$ cat src/ldgd_fifo.sv
/*
  Shared definitions for the LED group dimming block, and the small FIFO that
  buffers received serial bits on their way to the cascade output.
  Assumes one clock and a synchronous, active-high reset.
*/
package ldgd_pkg;
  // ******************************************************************
  // Mode strap and mode states
  // ******************************************************************
  localparam logic [1:0] STRAP_GND = 2'h0;
  localparam logic [1:0] STRAP_OPEN = 2'h1;
  localparam logic [1:0] STRAP_VCC = 2'h2;

  typedef enum logic [2:0] {
    MODE_DIRECT = 3'h1,
    MODE_SERIAL = 3'h2,
    MODE_DC = 3'h4
  } ldgd_mode_type;

  // ******************************************************************
  // Timing and field layout
  // ******************************************************************
  localparam int PWM_PERIOD = 256;
  localparam int DC_PERIOD = 1280;
  localparam logic [10:0] DC_LAST = 11'(DC_PERIOD - 1);
  localparam int FRAME_BITS = 32;
  localparam int BYTE_A_MSB = 31;
  localparam int BYTE_B_MSB = 23;
  localparam int BYTE_C_MSB = 15;
  localparam int BYTE_D_MSB = 7;
  localparam logic [7:0] DUTY_RESET = 8'h00;
  localparam logic [7:0] DUTY_FULL = 8'hFF;
  localparam logic [7:0] CODE_ONE = 8'h01;
  localparam logic [7:0] CODE_TWO = 8'h02;
  localparam logic [3:0] CASC_RISE = 4'h7;
  localparam logic [3:0] CASC_LAST = 4'hF;
  localparam int FIFO_DEPTH_DEF = 32;

  typedef struct packed {
    logic [7:0] a;
    logic [7:0] b;
    logic [7:0] c;
    logic [7:0] d;
  } ldgd_duty_type;

  typedef struct packed {
    ldgd_mode_type mode;
    logic [7:0] pwm_cnt;
    logic [FRAME_BITS-1:0] shift;
    ldgd_duty_type duty;
    logic [10:0] dc_cnt;
    logic prev_clk;
    logic prev_eof;
    logic [5:0] chan_on;
    logic casc_busy;
    logic [3:0] casc_cnt;
    logic casc_clk;
    logic sync_out;
    logic serial_ready;
  } ldgd_state_type;
endpackage

`timescale 1ns/1ps
module ldgd_fifo #(
  parameter int WIDTH = 1,
  parameter int DEPTH = 32
) (
  input wire logic i_clock,
  input wire logic i_sys_rst,
  input wire logic i_valid,
  input wire logic [WIDTH-1:0] i_data,
  output logic o_ready,
  output logic o_valid,
  output logic [WIDTH-1:0] o_data,
  input wire logic i_ready
);
  localparam int AW = $clog2(DEPTH);

  generate
    if (DEPTH < 2 || (1 << AW) != DEPTH || WIDTH < 1) begin : g_bad
      $error("ldgd_fifo: DEPTH must be a power of two of at least 2");
    end
  endgenerate

  logic [WIDTH-1:0] mem [DEPTH];
  logic [AW-1:0] wr_ptr;
  logic [AW-1:0] rd_ptr;
  logic [AW:0] count;
  logic push;
  logic load;

  // Output word sits in a register; the array only holds what is behind it
  assign o_ready = (count != (AW+1)'(DEPTH));
  assign push = i_valid && o_ready;
  assign load = (count != '0) && (!o_valid || i_ready);

  always_ff @(posedge i_clock) begin
    if (push) begin
      mem[wr_ptr] <= i_data;
    end
    if (i_sys_rst) begin
      wr_ptr <= '0;
      rd_ptr <= '0;
      count <= '0;
      o_valid <= 1'b0;
      o_data <= '0;
    end else begin
      if (push) begin
        wr_ptr <= wr_ptr + 1'b1;
      end
      if (load) begin
        o_data <= mem[rd_ptr];
        rd_ptr <= rd_ptr + 1'b1;
      end
      o_valid <= load || (o_valid && !i_ready);
      count <= count + (AW+1)'(push) - (AW+1)'(load);
    end
  end
endmodule

$ cat src/ldgd_dimming.sv
/*
  LED group dimming control: direct, serial and DC dimming of four channel
  groups driving six channel enables, plus a cascade serial output.
  Assumes all inputs are synchronous to i_clock and that converted DC levels
  arrive as 8-bit duty codes from an external converter.
*/
`timescale 1ns/1ps
module ldgd_dimming import ldgd_pkg::*; #(
  parameter int FIFO_DEPTH = FIFO_DEPTH_DEF
) (
  input wire logic i_clock,
  input wire logic i_sys_rst,
  input wire logic [1:0] i_mode_strap,
  input wire logic i_group_a_dimming_input,
  input wire logic i_group_b_dimming_input,
  input wire logic i_group_c_dimming_input,
  input wire logic i_group_d_dimming_input,
  input wire ldgd_duty_type i_dc_level,
  output logic [5:0] o_channel_on,
  output logic o_sync_out,
  output logic o_cascade_clock_output,
  output logic o_serial_ready
);
  generate
    if (FIFO_DEPTH < 2) begin : g_bad
      $error("ldgd_dimming: FIFO_DEPTH too small");
    end
  endgenerate

  // ******************************************************************
  // Duty compare
  // ******************************************************************
  function automatic logic duty_on(input logic [7:0] code, input logic [7:0] cnt);
    logic [8:0] on_cnt;
    on_cnt = 9'h000;
    if (code == DUTY_RESET) begin
      on_cnt = 9'h000;
    end else if (code == CODE_TWO) begin
      on_cnt = 9'h002;
    end else begin
      on_cnt = {1'b0, code} + 9'h001;
    end
    return ({1'b0, cnt} < on_cnt);
  endfunction

  ldgd_state_type st;
  ldgd_state_type next_st;
  logic fifo_in_ready;
  logic fifo_out_valid;
  logic fifo_out_data;
  logic fifo_pop;
  logic clk_rise;
  logic eof_fall;
  logic [3:0] grp_on;

  // In serial mode the pins change role
  assign clk_rise = (st.mode == MODE_SERIAL) && i_group_b_dimming_input && !st.prev_clk;
  assign eof_fall = (st.mode == MODE_SERIAL) && !i_group_c_dimming_input && st.prev_eof;
  assign fifo_pop = !st.casc_busy && (st.mode == MODE_SERIAL);

  // ******************************************************************
  // Cascade buffer
  // ******************************************************************
  // Bits that arrive while the buffer is full are still used locally but
  // are lost to the next unit; o_serial_ready warns the controller.
  ldgd_fifo #(
    .WIDTH(1),
    .DEPTH(FIFO_DEPTH)
  ) u_fifo (
    .i_clock(i_clock),
    .i_sys_rst(i_sys_rst),
    .i_valid(clk_rise),
    .i_data(i_group_a_dimming_input),
    .o_ready(fifo_in_ready),
    .o_valid(fifo_out_valid),
    .o_data(fifo_out_data),
    .i_ready(fifo_pop)
  );

  // ******************************************************************
  // Next state
  // ******************************************************************
  always_comb begin
    next_st = st;
    grp_on = 4'h0;
    next_st.pwm_cnt = st.pwm_cnt + 8'h01;
    next_st.prev_clk = i_group_b_dimming_input;
    next_st.prev_eof = i_group_c_dimming_input;
    next_st.serial_ready = fifo_in_ready;

    case (st.mode)
      MODE_DIRECT: begin
        // Inputs carry the waveform itself; a floating pin reads low
        grp_on = {i_group_d_dimming_input, i_group_c_dimming_input,
                  i_group_b_dimming_input, i_group_a_dimming_input};
      end
      MODE_SERIAL: begin
        if (clk_rise) begin
          next_st.shift = {st.shift[FRAME_BITS-2:0], i_group_a_dimming_input};
        end
        if (eof_fall) begin
          next_st.duty.a = st.shift[BYTE_A_MSB -: 8];
          next_st.duty.b = st.shift[BYTE_B_MSB -: 8];
          next_st.duty.c = st.shift[BYTE_C_MSB -: 8];
          next_st.duty.d = st.shift[BYTE_D_MSB -: 8];
        end
        grp_on = {duty_on(st.duty.d, st.pwm_cnt), duty_on(st.duty.c, st.pwm_cnt),
                  duty_on(st.duty.b, st.pwm_cnt), duty_on(st.duty.a, st.pwm_cnt)};
      end
      MODE_DC: begin
        // Update rate is 1280 cycles while the PWM period stays 256
        if (st.dc_cnt == DC_LAST) begin
          next_st.dc_cnt = 11'h000;
          next_st.duty = i_dc_level;
        end else begin
          next_st.dc_cnt = st.dc_cnt + 11'h001;
        end
        grp_on = {duty_on(st.duty.d, st.pwm_cnt), duty_on(st.duty.c, st.pwm_cnt),
                  duty_on(st.duty.b, st.pwm_cnt), duty_on(st.duty.a, st.pwm_cnt)};
      end
      default: begin
        grp_on = 4'h0;
      end
    endcase

    next_st.chan_on = {grp_on[3], grp_on[2], grp_on[1], grp_on[1],
                       grp_on[0], grp_on[0]};

    // Cascade output: data set with clock low, rises mid-bit
    if (fifo_pop && fifo_out_valid) begin
      next_st.casc_busy = 1'b1;
      next_st.casc_cnt = 4'h0;
      next_st.sync_out = fifo_out_data;
      next_st.casc_clk = 1'b0;
    end else if (st.casc_busy) begin
      next_st.casc_cnt = st.casc_cnt + 4'h1;
      if (st.casc_cnt == CASC_RISE) begin
        next_st.casc_clk = 1'b1;
      end
      if (st.casc_cnt == CASC_LAST) begin
        next_st.casc_clk = 1'b0;
        next_st.casc_busy = 1'b0;
      end
    end
  end

  // ******************************************************************
  // State register
  // ******************************************************************
  always_ff @(posedge i_clock) begin
    if (i_sys_rst) begin
      st <= '0;
      st.duty <= '{a: DUTY_RESET, b: DUTY_RESET, c: DUTY_RESET, d: DUTY_RESET};
      // Strap sampled by the clock throughout reset; held afterwards
      if (i_mode_strap == STRAP_OPEN) begin
        st.mode <= MODE_SERIAL;
      end else if (i_mode_strap == STRAP_VCC) begin
        st.mode <= MODE_DC;
      end else begin
        st.mode <= MODE_DIRECT;
      end
    end else begin
      st <= next_st;
    end
  end

  assign o_channel_on = st.chan_on;
  assign o_sync_out = st.sync_out;
  assign o_cascade_clock_output = st.casc_clk;
  assign o_serial_ready = st.serial_ready;
endmodule

$ cat config.mk
export PLATFORM = sky130hd
export DESIGN_NAME = ldgd_dimming
export DESIGN_NICKNAME = d
export VERILOG_FILES = /design/src/ldgd_fifo.sv /design/src/ldgd_dimming.sv
export SDC_FILE = /design/constraint.sdc
export NUM_CORES = 1
export LEC_CHECK = 0
export BUFFER_PORTS_ARGS = -buffer_cell sky130_fd_sc_hd__buf_2
export CAP_MARGIN = 20
export CORE_MARGIN = 3
export CORE_UTILIZATION = 60
export DETAILED_ROUTE_END_ITERATION = 10
export PLACE_DENSITY = 0.79
export SYNTH_ARGS = -nofsm -noshare
export SYNTH_HDL_FRONTEND = slang
export SYNTH_SLANG_ARGS = --single-unit
export TNS_END_PERCENT = 30
$ cat constraint.sdc
create_clock -name i_clock -period 3.8 [get_ports i_clock]
set_input_delay 1.14 -clock i_clock [delete_from_list [all_inputs] [get_ports i_clock]]
set_output_delay 1.14 -clock i_clock [all_outputs]
set_load 0.005 [all_outputs]
==> flow_summary.toml <==
[floorplan]
die_height_um = 121
core_um2 = 12800
fp.dieArea_um2 = 14600
io_pins = 49
die_w_um = 121
row_count = 41
initial_core_util_pct = 62.1

[synth]
synth.distinct_cells = 59
synth_nets = 951
yosysSeqAreaShare_pct = 42.3
yosysTopAreaCell = "dfxtp_1"
async_flop_share_pct = 0
synthTopCellsByArea = "dfxtp_1 (29%), edfxtp_1 (13%), ha_1 (9.0%)"
yosysTopAreaCellShare_pct = 29.0
syn_area_per_cell_um2 = 9.30
synth_ff_type = "dfxtp_1"
yosys_register_bits = 150
synthesis.instances = 853
yosysWarnings = 0
mappedNetlistArea_um2 = 7930
synth-edff-count = 35

[timing]
post-route-period-util_pct = 83.2
skew_ps = 5.46
fin_tns_setup_ps = 0
period_minus_slack_ps = 3160
hold_violations = 0
clock.fmax_mhz = 316
setup_violations = 0
drv_slew = 0
tightest_slew_ps = 747
relSlewSlack_pct = 49.5
rsz0062_at_grt = "no"

[cells_and_area]
layout-drive-gt1-share_pct = 12.3
fin_nets = 973
n_fill_cell = 980
multi_input_area_um2 = 4240
antenna_cells = 0
final-seq-area_um2 = 3350
area_delta_synth_final_pct = 11.1
stdcell_count = 1060

[clocking]
clock_latency_ps = 430
h-tree-depth = 4
cts_root_buf = "clkbuf_16"
clockBufferDepth = 2
cts_setup_buffers = 0
cts-buffers-inserted = 17
postCtsHoldBufs = 0
cts_tree = "done"
path_clk_slew_ps = 60
numClockSinks = 150
postCtsResizedCells = 0

[worst_setup_path]
critPathCaptureType = "flip-flop"
slowest_stage = "nor4bb_1"
path_cells = "inv_1, ha_1, nor4bb_1, a21oi_4, ha_1, inv_1, ha_1, a21o_1, a21oi_1, o21bai_1, a21oi_1, mux2_2"
startpoint_type = "flip-flop"
crit_type = "reg2reg"
arrival_ps = 3480
cp.required_ps = 4120
cp_common_cell = "ha_1"
critical_path.top_delay_family = "compound AO/OA/AOI/OAI gates"
cpPeakStageDelay_ps = 670
crit_fanout = 8
cp.buffers_inverters = 2

[detailed_routing]
avgRoutedWirePerCell_um = 17.1
wirelength_um = 18100
drtIter0Drc = 511
drtAntennaViolNets = 0
drc = 0
vias = 6306
firstDrtPassIters = 5
vias_per_cell = 5.95

[global_routing]
overflow = 0
grt_use_total_pct = 25.9
grt_pass1_wl_um = 30000
grt_max_degree = 108
antenna_found_initial = 0
grt_pass1_vias = 6213

[pwr]
p_leak_nw = 3.11
p_per_area_nw_per_um2 = 467
ir_drop_v = 0.000264
p_total_w = 0.00411

[place]
dp.cells = 1027
io_buffers = 48
place_congestion = 0.952
dp_hpwl_um = 12300

[job]
drv_cap = 0

[run_status]
status = "completed"

[min_path]
hp-class = "reg2reg"
-- path summary, 6_finish.rpt --
kind                                                  from                    endpoint  slack, ps  cells after the start
worst max register to register  u_fifo.count[2]$_SDFF_PP0_  u_fifo.count[5]$_SDFF_PP0_        640                     12
worst min-delay path               o_sync_out$_SDFFE_PP0P_     o_sync_out$_SDFFE_PP0P_        470                      2
worst max-delay path            u_fifo.count[2]$_SDFF_PP0_  u_fifo.count[5]$_SDFF_PP0_        640                     12
worst min register to register     o_sync_out$_SDFFE_PP0P_     o_sync_out$_SDFFE_PP0P_        470                      2
-- report_power, final --
group	leakage [nW]	internal, W	switching, W
registers	1.25	0.00169	0.0000960
logic	1.59	0.000315	0.000326
clock network	0.275	0.00103	0.000655
total	3.11	0.00304	0.00108
-- per-stage QoR --
| stage | utilization (%) | cell area, um^2 | worst slack, ps | hold WS (ps) |
|---|---|---|---|---|
| final | 69.0 | 8810 | 637 | 470 |
| after global routing | 69.0 | 8810 | 431 | 491 |
| after CTS | 68.8 | 8790 | 663 | 471 |
| after detailed placement | 64.2 | 8210 | 768 | 457 |
| after global placement | 64.2 | 8210 | 871 | 441 |
| after floorplan | - | 7930 | 932 | 436 |
-- cell families (layout without fill, tap and decap cells) --
| group | after synthesis | count (layout) | share of synthesized area, % |
|---|---|---|---|
| simple gates | 315 | 315 | 19.7 |
| compound gates | 154 | 154 | 11.6 |
| flops | 150 | 150 | 42.3 |
| buf+inv | 79 | 114 | 4.49 |
| fa+ha+maj | 58 | 58 | 9.24 |
| xor+xnor | 52 | 52 | 5.74 |
| mux | 45 | 45 | 6.97 |
-- worst register-to-register path, delay by kind of cell (launching register included) --
family                     cells  cell delay, ps
AOI/OAI and AO/OA              5             900
and+or+nand+nor                1             670
adders and majority gates      3             660
muxes                          1             340
DFF                            1             330
buffers and inverters          2             150
-- layout by cell type (no fill, tap or decap), drive strengths merged, types with 5 or more instances in the layout --
master	n
a21oi	73
a31oi	5
buf	55
clkbuf	19
dfxtp	115
edfxtp	35
ha	57
inv	29
mux2i	35
mux4	8
nand2	101
nand3	19
nand4	13
nor2	88
nor2b	14
nor3	5
nor3b	6
nor4	9
o21ai	32
o21bai	6
o31ai	14
or3	24
or4	10
xnor2	15
xor2	37
-- synth_stat cells (all sizes together), types with 5 or more instances --
library cell	number
buf	18
or4	10
inv	27
mux4	8
or3	24
a31oi	5
nand4	13
nor3	5
clkbuf	34
o21ai	32
nand3	19
nand2	101
edfxtp	35
nor3b	6
a21oi	73
ha	57
nor4	9
o31ai	14
xor2	37
mux2i	35
xnor2	15
nor2	88
nor2b	14
o21bai	6
dfxtp	115
-- state kept, by name, indices dropped and copies added (netlist names) --
register                cells
st                         90
u_fifo.mem                 32
u_fifo.count                6
u_fifo.rd_ptr               5
u_fifo.wr_ptr               5
o_channel_on                4
next_st                     3
o_cascade_clock_output      1
o_serial_ready              1
o_sync_out                  1
u_fifo.o_data               1
u_fifo.o_valid              1
-- metal layers --
layer | vias to the layer above | GRT usage [%] | part of all wire, %
met5 | - | 0 | 0
met4 | 0 | 9.14 | 1.8
met3 | 26 | 5.83 | 6.3
met2 | 182 | 40.6 | 47
met1 | 3045 | 35.4 | 44
li1 | 3053 | - | -
-- final cells by class --
type | count | area share [%]
clock buffers | 19 | 4.91
clock inverters | 13 | 1.76
inverters | 27 | 1.15
multi-input cells | 624 | 48.1
flip-flops and latches | 150 | 38.0
well taps | 172 | 2.44
repair buffers | 55 | 3.63
(Power assumes the default switching activity.)
